<file path="config.mk">
export PLATFORM = sky130hd
export DESIGN_NAME = amc_top
export DESIGN_NICKNAME = d
export VERILOG_FILES = /design/src/core/amc_pkg.sv /design/src/core/amc_top.sv
export VERILOG_INCLUDE_DIRS = /design/src /design/src/core
export SDC_FILE = /design/constraint.sdc
export NUM_CORES = 1
export LEC_CHECK = 0
export ABC_AREA = 1
export BUFFER_PORTS_ARGS = -buffer_cell sky130_fd_sc_hd__buf_4
export CORE_MARGIN = 2
export CORE_UTILIZATION = 39
export DETAILED_ROUTE_END_ITERATION = 12
export PLACE_DENSITY = 0.53
export SETUP_SLACK_MARGIN = 0.02
export SLEW_MARGIN = 10
export SYNTH_ARGS = -nofsm -noshare
export SYNTH_HDL_FRONTEND = slang
export SYNTH_SLANG_ARGS = --single-unit
</file>
<file path="constraint.sdc">
create_clock -name clk_sys -period 1.5 [get_ports clk_sys]
set_input_delay 0.3 -clock clk_sys [delete_from_list [all_inputs] [get_ports clk_sys]]
set_output_delay 0.3 -clock clk_sys [all_outputs]
set_load 0.01 [all_outputs]
</file>
<file path="src/core/amc_consts.svh">
/*
  Constants for the amplifier mode and fault control block: mode codes,
  oscillator and interval figures.
  Assumes the system clock runs at the rate given here.
*/
// Contract
// - Mode input picks standby (low current), mute, or fully on.
// - Mute keeps channels switching but silences the audio output.
// - Requesting on first holds mute about 220 ms against pop noise.
// - One enable output per channel switches that power stage channel.
// - Temperature fault low drops both enables at once, no filtering.
// - Temperature fault released raises enables again at once.
// - Current fault low drops both enables immediately.
// - After current fault, retry every 220 ms; drop again on fault.
// - Fault inputs read high undriven; wired lines, any low shuts down.
// - Oscillator pin above ground with external clock selects it.
// - Standby to mute checks outputs for supply shorts; waits if shorted.
`ifndef AMC_CONSTS_SVH
`define AMC_CONSTS_SVH
`define AMC_SYS_CLK_MHZ 100
`define AMC_INT_OSC_KHZ 317
`define AMC_MUTE_TIME_MS 220
`define AMC_RETRY_TIME_MS 220
`define AMC_OSC_DIV ((`AMC_SYS_CLK_MHZ * 1000) / `AMC_INT_OSC_KHZ)
`define AMC_MUTE_TICKS (`AMC_MUTE_TIME_MS * `AMC_INT_OSC_KHZ)
`define AMC_RETRY_TICKS (`AMC_RETRY_TIME_MS * `AMC_INT_OSC_KHZ)
`define AMC_MODE_STANDBY 2'h0
`define AMC_MODE_MUTE 2'h1
`define AMC_CNT_W 24
`define AMC_DIV_W 16
`endif

</file>
<file path="src/core/amc_pkg.sv">
/*
  Types for the amplifier mode and fault control block.
  Assumes amc_consts.svh is on the include path.
*/
`include "amc_consts.svh"
package amc_pkg;
  typedef enum logic [2:0] {
    AMC_STANDBY = 3'h0,
    AMC_CHECK = 3'h1,
    AMC_MUTE_WAIT = 3'h2,
    AMC_ON = 3'h3,
    AMC_MUTE = 3'h4,
    AMC_OC_WAIT = 3'h5
  } amc_state_t;

  typedef struct packed {
    amc_state_t st;
    logic oc_to_on;
    logic [`AMC_CNT_W-1:0] cnt;
    logic [`AMC_DIV_W-1:0] div;
    logic [1:0] mode_s1;
    logic [1:0] mode_s2;
    logic [1:0] flt_s1;
    logic [1:0] flt_s2;
    logic [3:0] fb_s1;
    logic [3:0] fb_s2;
    logic [1:0] osc_s1;
    logic [1:0] osc_s2;
    logic ext_clk_d;
    logic use_ext;
    logic osc_tick;
    logic en_ch1;
    logic en_ch2;
    logic mute_out;
    logic run_out;
    logic standby_out;
    logic short_out;
  } amc_regs_t;
endpackage

</file>
<file path="src/core/amc_top.sv">
/*
  Digital timing manager and protection logic of a two-channel class-D
  amplifier controller: mode sequencing, timed mute, start-up short test,
  temperature and overcurrent shutdown with timed retry, oscillator select.
  Assumes all pins are asynchronous to clk_sys; all but rstn are synchronised here;
  the fault pins are pulled up on the board/pad and may be wired together.
*/
`timescale 1ns/1ps
`include "amc_consts.svh"
module amc_top #(
  parameter int unsigned OSC_DIV = `AMC_OSC_DIV,
  parameter int unsigned MUTE_TICKS = `AMC_MUTE_TICKS,
  parameter int unsigned RETRY_TICKS = `AMC_RETRY_TICKS
) (
  input wire logic clk_sys,
  input wire logic rstn,
  // 00 standby, 01 mute, 1x on
  input wire logic [1:0] mode_sel,
  input wire logic temperature_fault_n,
  input wire logic overcurrent_fault_n,
  // {at_supply_pos, at_supply_neg} per channel, power stage disabled
  input wire logic [1:0] feedback_input_ch1,
  input wire logic [1:0] feedback_input_ch2,
  // oscillator pin held above signal_ground
  input wire logic osc_dc_above_gnd,
  input wire logic osc_ext_clk,
  output logic power_stage_on_ch1,
  output logic power_stage_on_ch2,
  output logic audio_mute,
  output logic modulator_run,
  output logic standby_active,
  output logic short_detected,
  output logic osc_ext_selected,
  output logic carrier_tick
);
  amc_pkg::amc_regs_t r;
  amc_pkg::amc_regs_t next_r;

  // interval counts are in oscillator ticks, so time scales with the clock
  localparam logic [`AMC_CNT_W-1:0] MUTE_LAST = `AMC_CNT_W'(MUTE_TICKS - 1);
  localparam logic [`AMC_CNT_W-1:0] RETRY_LAST = `AMC_CNT_W'(RETRY_TICKS - 1);
  localparam logic [`AMC_DIV_W-1:0] DIV_LAST = `AMC_DIV_W'(OSC_DIV - 1);

  logic temp_ok;
  logic oc_ok;
  logic fb_short;
  logic want_on;
  logic want_mute;
  logic ext_rise;

  // decoded views of synchronised pins only
  always_comb
  begin
    temp_ok = r.flt_s2[0];
    oc_ok = r.flt_s2[1];
    fb_short = |r.fb_s2;
    want_on = r.mode_s2[1];
    want_mute = (r.mode_s2 == `AMC_MODE_MUTE);
    ext_rise = r.osc_s2[1] & ~r.ext_clk_d;
  end

  // one next-state process for the whole block
  always_comb
  begin
    next_r = r;
    // two-flop synchronisers; first stage read only by the second
    next_r.mode_s1 = mode_sel;
    next_r.mode_s2 = r.mode_s1;
    next_r.flt_s1 = {overcurrent_fault_n, temperature_fault_n};
    next_r.flt_s2 = r.flt_s1;
    next_r.fb_s1 = {feedback_input_ch2, feedback_input_ch1};
    next_r.fb_s2 = r.fb_s1;
    next_r.osc_s1 = {osc_ext_clk, osc_dc_above_gnd};
    next_r.osc_s2 = r.osc_s1;
    next_r.ext_clk_d = r.osc_s2[1];

    // oscillator source: external edge or internal divider
    next_r.use_ext = r.osc_s2[0];
    next_r.osc_tick = 1'b0;
    if (r.use_ext)
    begin
      next_r.div = '0;
      next_r.osc_tick = ext_rise;
    end
    else if (r.div == DIV_LAST)
    begin
      next_r.div = '0;
      next_r.osc_tick = 1'b1;
    end
    else
    begin
      next_r.div = r.div + `AMC_DIV_W'(1);
    end

    // interval counter advances on oscillator ticks only
    if (r.osc_tick)
    begin
      next_r.cnt = r.cnt + `AMC_CNT_W'(1);
    end

    case (r.st)
      amc_pkg::AMC_STANDBY:
      begin
        next_r.cnt = '0;
        if (want_on || want_mute)
        begin
          next_r.st = amc_pkg::AMC_CHECK;
        end
      end
      amc_pkg::AMC_CHECK:
      begin
        // outputs tested with the stage still disabled, so no big current
        next_r.cnt = '0;
        if (!(want_on || want_mute))
        begin
          next_r.st = amc_pkg::AMC_STANDBY;
        end
        else if (!fb_short)
        begin
          next_r.st = want_on ? amc_pkg::AMC_MUTE_WAIT : amc_pkg::AMC_MUTE;
        end
      end
      amc_pkg::AMC_MUTE_WAIT:
      begin
        if (!(want_on || want_mute))
        begin
          next_r.st = amc_pkg::AMC_STANDBY;
        end
        else if (want_mute)
        begin
          next_r.st = amc_pkg::AMC_MUTE;
        end
        else if (!oc_ok)
        begin
          next_r.st = amc_pkg::AMC_OC_WAIT;
          next_r.oc_to_on = 1'b1;
          next_r.cnt = '0;
        end
        else if (r.osc_tick && r.cnt == MUTE_LAST)
        begin
          next_r.st = amc_pkg::AMC_ON;
        end
      end
      amc_pkg::AMC_ON,
      amc_pkg::AMC_MUTE:
      begin
        next_r.cnt = '0;
        if (!(want_on || want_mute))
        begin
          next_r.st = amc_pkg::AMC_STANDBY;
        end
        else if (!oc_ok)
        begin
          next_r.st = amc_pkg::AMC_OC_WAIT;
          next_r.oc_to_on = want_on;
        end
        else if (r.st == amc_pkg::AMC_MUTE && want_on)
        begin
          next_r.st = amc_pkg::AMC_MUTE_WAIT;
        end
        else if (r.st == amc_pkg::AMC_ON && want_mute)
        begin
          next_r.st = amc_pkg::AMC_MUTE;
        end
      end
      amc_pkg::AMC_OC_WAIT:
      begin
        // stage held off; retry later, a lasting short trips again at once
        if (!(want_on || want_mute))
        begin
          next_r.st = amc_pkg::AMC_STANDBY;
        end
        else if (r.osc_tick && r.cnt == RETRY_LAST)
        begin
          next_r.cnt = '0;
          next_r.st = (r.oc_to_on && want_on) ? amc_pkg::AMC_ON : amc_pkg::AMC_MUTE;
        end
      end
      default:
      begin
        next_r.st = amc_pkg::AMC_STANDBY;
      end
    endcase

    // enables: a fault line low (wired, any stage) drops both channels
    next_r.en_ch1 = 1'b0;
    next_r.en_ch2 = 1'b0;
    if ((next_r.st == amc_pkg::AMC_ON || next_r.st == amc_pkg::AMC_MUTE ||
         next_r.st == amc_pkg::AMC_MUTE_WAIT) && oc_ok && temp_ok)
    begin
      next_r.en_ch1 = 1'b1;
      next_r.en_ch2 = 1'b1;
    end
    if (!temp_ok)
    begin
      next_r.en_ch1 = 1'b0;
      next_r.en_ch2 = 1'b0;
    end
    // temperature release needs no delay: enables follow temp_ok directly
    next_r.run_out = (next_r.st != amc_pkg::AMC_STANDBY &&
                      next_r.st != amc_pkg::AMC_CHECK) && temp_ok;
    // mute keeps the modulators switching but silences the audio
    next_r.mute_out = (next_r.st != amc_pkg::AMC_ON);
    next_r.standby_out = (next_r.st == amc_pkg::AMC_STANDBY);
    next_r.short_out = (r.st == amc_pkg::AMC_CHECK) && fb_short;
  end

  // single state register
  always_ff @(posedge clk_sys or negedge rstn)
  begin
    if (!rstn)
    begin
      r <= '0;
      r.st <= amc_pkg::AMC_STANDBY;
      r.flt_s1 <= 2'h3;
      r.flt_s2 <= 2'h3;
      r.mute_out <= 1'b1;
      r.standby_out <= 1'b1;
    end
    else
    begin
      r <= next_r;
    end
  end

  // all outputs straight from the state register
  assign power_stage_on_ch1 = r.en_ch1;
  assign power_stage_on_ch2 = r.en_ch2;
  assign audio_mute = r.mute_out;
  assign modulator_run = r.run_out;
  assign standby_active = r.standby_out;
  assign short_detected = r.short_out;
  assign osc_ext_selected = r.use_ext;
  assign carrier_tick = r.osc_tick;
endmodule

</file>
# == Word-level counts from Yosys, hierarchy flattened ==
# Cells that the tools add are included.
# word_totals
out_inout_bits,8
reg_bits,73
input_bits,12
elab_cells,95
# classes
bitwise_logic,2
n_eq_ne,18
n_mux,32
n_addsub,2
reduce_logical,20
# op_table
operator,n
25-bit 2-to-1 mux,3
24-bit 2-to-1 mux,3
24-bit one-hot mux with 3 select lines,1
3-bit 2-to-1 mux,15
16-bit 2-to-1 mux,2
"24-bit by 1-bit adder with 24-bit output, second input constant",1
"24-bit by 17-bit == test with 1-bit output, second input constant",1
"16-bit by 1-bit adder with 16-bit output, second input constant",1
"16-bit by 9-bit == test with 1-bit output, second input constant",1
3-bit one-hot mux with 5 select lines,1
"3-bit by 2-bit == test with 1-bit output, second input constant",4
"2-bit inequality test, second input constant",5
"3-bit == test, second input constant",3
1-bit logical AND,9
4-bit OR reduction,2
3-bit zero test,2
6-bit AND reduction,1
1-bit 2-to-1 mux,4
2-bit 2-to-1 mux,2
"3-bit by 1-bit == test with 1-bit output, second input constant",1
1-bit logical OR,3
"3-bit by 1-bit inequality test with 1-bit output, second input constant",1
"3-bit by 2-bit inequality test with 1-bit output, second input constant",1
3-bit nonzero test,1
other kinds (6),6

# == Logic depth before layout (Yosys ltp) ==
# depth
ltp_word,14
mapped_depth,14
ltp_nobuf,14

# == Least setup slack after synthesis ==
# OpenSTA, ideal clock, no wires.
# synth_timing
path_kind,flip-flop to flip-flop
start,register r[45] (netlist bit)
end,register r[48] (netlist bit)
n_path_buf,1
path_slack_ns,-0.109
arrival_ns,1.488
period_less_slack_ns,1.609
stages_incl_launch_ff,12
cell_sequence,dfrtp_1 -> ha_1 -> nand2_2 -> inv_2 -> nand2_1 -> nor2_4 -> nand3_2 -> o21ai_1 -> nand2_1 -> inv_2 -> buf_4 -> nor3b_2
# synth_lines
element,line,source
from (decl),amc_top.sv:36,amc_pkg::amc_regs_t r;
from (signal assigned),amc_top.sv:222,r <= next_r;

==> results.rst <==
.. list-table::
   :header-rows: 1

   * - Metric
     - Value
   * - Outcome
     - finished, violations left
   * - Failing checks
     - setup timing
   * - Multiplexer fraction of the synthesized cell area
     - 0%
   * - Crit path capture type
     - register
   * - Fraction of power consumed by sequential logic
     - 49.0%
   * - Post-synthesis average cell area
     - 8.76 µm²
   * - Number of inserted diodes
     - 0
   * - Leak pwr
     - 2.32 nW
   * - GP Congestion
     - 0.934
   * - Placed cell count
     - 581
   * - Area added between synthesis and finish
     - 43.3%
   * - Path category of the worst min-delay check
     - in -> reg
   * - Buffer type at the clock tree root
     - sky130_fd_sc_hd__clkbuf_8
   * - Cell variety after synth
     - 32
   * - Number of buffers inserted during clock tree synthesis
     - 9
   * - First-pass DRT Iterations
     - 4
   * - Initial antenna violation count
     - 0
   * - Average wire length per cell after detail routing
     - 11.9 µm
   * - Share of flip-flops with an asynchronous set or reset after synthesis
     - 100%
   * - Data arrival time of the critical path
     - 1.92 ns
   * - Data required time at the worst endpoint
     - 1.74 ns
   * - Drt total wl
     - 7360 µm
   * - Worst Slack Setup Final
     - -0.183 ns
   * - Total non-filler cell area in the finished layout
     - 4930 µm²
   * - Proportion of power drawn by the clock network
     - 34.4%
   * - Simple-gate share of the synthesized area
     - 30.6%
   * - H-tree levels
     - 3
   * - Number of max-capacitance violations reported
     - 0
   * - Synth Net Count
     - 408
   * - Post-synth top area cell
     - sky130_fd_sc_hd__dfrtp_1
   * - Adder-cell area share of the yosys netlist
     - 1.09%
   * - Final cell count without fillers
     - 621
   * - CP cell instances
     - ha_2, nand2_2, nor2_4, nand2_1, nor2_2, buf_4, buf_4, buf_4, buf_4, buf_4, nor2_1, nor3_1
   * - Height of the chip
     - 98.0 µm
   * - Timing-limited maximum frequency
     - 594 MHz
   * - Pre-CTS worst setup slack
     - -0.179 ns
   * - Half-perimeter wire length after detailed placement
     - 5100 µm
   * - Die area
     - 9600 µm²
   * - Part of the cycle the worst path needs
     - 112%
   * - Remaining Overflow, GRT
     - 0
   * - Register Area
     - 1810 µm²
   * - Number of placement rows
     - 34
   * - Maximum number of pins on one net before global-route repair
     - 28
   * - Complex-gate fraction of the synthesized area
     - 4.40%
   * - Synth Warn #
     - 0
   * - Part of the Yosys area used for sequential elements
     - 52.5%
   * - Combinational power share
     - 16.6%
   * - Via count
     - 2912
   * - Number of synthesized flops with an enable pin
     - 0
   * - Synth Instances
     - 393
   * - Number of max-slew violations in the final report
     - 0
   * - Clock period minus worst slack
     - 1.68 ns
   * - Final Hold Vio Count
     - 0
   * - Highest-delay cell along the critical path
     - sky130_fd_sc_hd__dfrtp_1
   * - Setup repair after global routing missed its margin
     - true
   * - Wire length of the first global-routing pass
     - 12500 µm
   * - Via count normalized by instance count
     - 4.69
   * - Dominant delay contributor by cell family on the critical path
     - buffers and inverters
   * - Kind of start point of the critical path
     - register
   * - Sum of negative setup slack
     - -4.11 ns
   * - Peak supply drop
     - 0.631 mV
   * - Number of setup violations in the final report
     - 37
   * - Worst Path Buf+Inv
     - 5
   * - Fraction of layout cells with a size suffix above 1
     - 44.2%
   * - Most frequently used cell type in the post-synthesis netlist
     - sky130_fd_sc_hd__nand2_1
   * - Buffers on Ports
     - 19
   * - Top cells by instance count after synthesis
     - sky130_fd_sc_hd__nand2_1, sky130_fd_sc_hd__nor2_1, sky130_fd_sc_hd__dfrtp_1
   * - Num ports
     - 20
   * - Least-Margin Pin Slew
     - 0.343 ns
   * - Start-to-end type of the worst setup path
     - reg -> reg
   * - Antenna violation net count after detailed routing
     - 0
   * - Stage delay of the slowest cell on the critical path
     - 0.41 ns
   * - DR iter-0 viols
     - 44
   * - Sw Ratio
     - 29.6%
   * - CTS sink count
     - 72
   * - Synth Register Bits
     - 72
   * - Clock tree from TritonCTS
     - done
   * - Starting Density
     - 39.9%
   * - Post-Synthesis Cell Area
     - 3440 µm²
   * - DRC violations left
     - 0
   * - Area of combinational cells with multiple inputs
     - 1660 µm²
   * - Top-area cell type share of the netlist area
     - 47.9%
   * - Main combinational cell family by area after synthesis
     - simple AND/OR/NAND/NOR gates
   * - Clock Latency Late Sink
     - 0.35 ns
   * - Chip width
     - 98.0 µm
   * - Buffer depth of the longest clock path
     - 2
   * - Final layout net count
     - 523
   * - Net switching component of the power
     - 1.26 mW
   * - Leading register cell type out of synthesis
     - sky130_fd_sc_hd__dfrtp_1
   * - Global routing usage summed across all routing layers
     - 16.0%
   * - Floorplan Core Area
     - 8640 µm²
   * - Clock Pin Slew Worst Setup and Hold Paths
     - 0.09 ns
   * - Xor and xnor area share after synthesis
     - 4.83%
   * - Placed instance area
     - 4260 µm²
   * - Via count of the first global-routing pass
     - 2855
   * - Power per Cell Area
     - 865 nW/µm²
   * - Most frequent cell on the critical path
     - sky130_fd_sc_hd__buf_4
   * - Max Fanout on Critical Path
     - 2
   * - Fill cell total of the finished layout
     - 789
   * - Int Pwr
     - 3.01 mW
   * - Max_slew headroom
     - 77.0%
   * - Worst Clk Skew
     - 0.00781 ns
   * - Most area-consuming cells after synthesis
     - sky130_fd_sc_hd__dfrtp_1, sky130_fd_sc_hd__nand2_1, sky130_fd_sc_hd__nor2_1
[through the flow]
step / power [mW] / hold slack [ns] / util (%)
6_report: 4.27 / 0.0462 / 57.1
5_1_grt: 4.51 / 0.0244 / 57.1
4_1_cts: 4.24 / 0.0261 / 53.5
3_5_place_dp: 2.70 / 0.225 / 49.3
3_3_place_gp: 2.70 / 0.221 / 49.3
2_1_floorplan: 2.39 / 0.00441 / -
[layer usage]
metal,wire (µm),GRT usage [%]
met1,3390,21.1
met2,3670,26.2
met3,170,2.65
met4,133,7.05
met5,0,0
[placed cells by master, fill, tap and decap left out, types with 5 or more instances in the layout]
master | synthesis | routed
sky130_fd_sc_hd__buf_4 | 3 | 93
sky130_fd_sc_hd__dfrtp_1 | 66 | 64
sky130_fd_sc_hd__nand2_1 | 72 | 60
sky130_fd_sc_hd__nor2_1 | 68 | 50
sky130_fd_sc_hd__inv_1 | 47 | 44
sky130_fd_sc_hd__nor2_2 | 6 | 18
sky130_fd_sc_hd__nand2_2 | 5 | 17
sky130_fd_sc_hd__nand3_1 | 19 | 14
sky130_fd_sc_hd__nor2_4 | 5 | 11
sky130_fd_sc_hd__nand4_1 | 11 | 11
sky130_fd_sc_hd__a21oi_1 | 14 | 9
sky130_fd_sc_hd__nand3_2 | 6 | 9
sky130_fd_sc_hd__clkbuf_8 | 0 | 9
sky130_fd_sc_hd__buf_6 | 0 | 9
sky130_fd_sc_hd__nor3_1 | 11 | 8
sky130_fd_sc_hd__xor2_1 | 13 | 8
sky130_fd_sc_hd__inv_2 | 5 | 7
sky130_fd_sc_hd__nor3_2 | 3 | 6
sky130_fd_sc_hd__dfstp_2 | 6 | 6
sky130_fd_sc_hd__xnor2_1 | 6 | 5
sky130_fd_sc_hd__xor2_2 | 0 | 5
sky130_fd_sc_hd__a21oi_2 | 0 | 5
[flip-flops by register name, indices dropped and copies added (netlist names)]
register / flops
oc_ok: 1
audio_mute: 1
short_detected: 1
r: 52
standby_active: 1
osc_ext_selected: 1
carrier_tick: 1
next_r: 12
modulator_run: 1
power_stage_on_ch1: 1
[cell families (layout without fill, tap and decap cells)]
family / Yosys count / after routing
flip-flops: 72 / 72
AND/OR/NAND/NOR: 216 / 216
buffers and inverters: 57 / 177
AO/OA/AOI/OAI: 26 / 26
XOR/XNOR: 19 / 19
adder cells (fa/ha/maj): 3 / 3
[final cells by class]
cell class                      count  area share, %
Sequential cell                    72           36.7
Multi-Input combinational cell    264           33.7
Timing Repair Buffer              109           19.0
Inverter                           52           4.06
Tap cell                          108           2.74
Clock buffer                        9           2.51
Clock inverter                      7           1.27
[timing repair]
action	in CTS	in global routing
hold buffers	1	0
resized for setup	24	52
hold endpoints to repair	19	0
pin swaps	18	20
setup endpoints to repair	42	47
gates cloned	0	2
buffers inserted	12	10
[power groups by stage]
stage | logic [mW] | clock network (mW) | registers (mW)
3_3_place_gp | 0.574 | 0 | 2.12
3_5_place_dp | 0.578 | 0 | 2.12
2_1_floorplan | 0.259 | 0 | 2.13
6_report | 0.707 | 1.47 | 2.09
4_1_cts | 0.619 | 1.53 | 2.09
5_1_grt | 0.788 | 1.62 | 2.10
[final timing paths]
check,endpoint,start,slack [ns],depth (start not counted)
max in group asynchronous,next_r[21],rstn,0.60,3
worst max register to register,r[35],r[29],-0.18,12
worst max-delay path,r[35],r[29],-0.18,12
worst min register to register,next_r[8],next_r[10],0.35,0
worst min-delay path,next_r[21],temperature_fault_n,0.05,1
min in group asynchronous,r[51],rstn,0.38,2
Note: power is estimated with default switching activity, not from simulation.
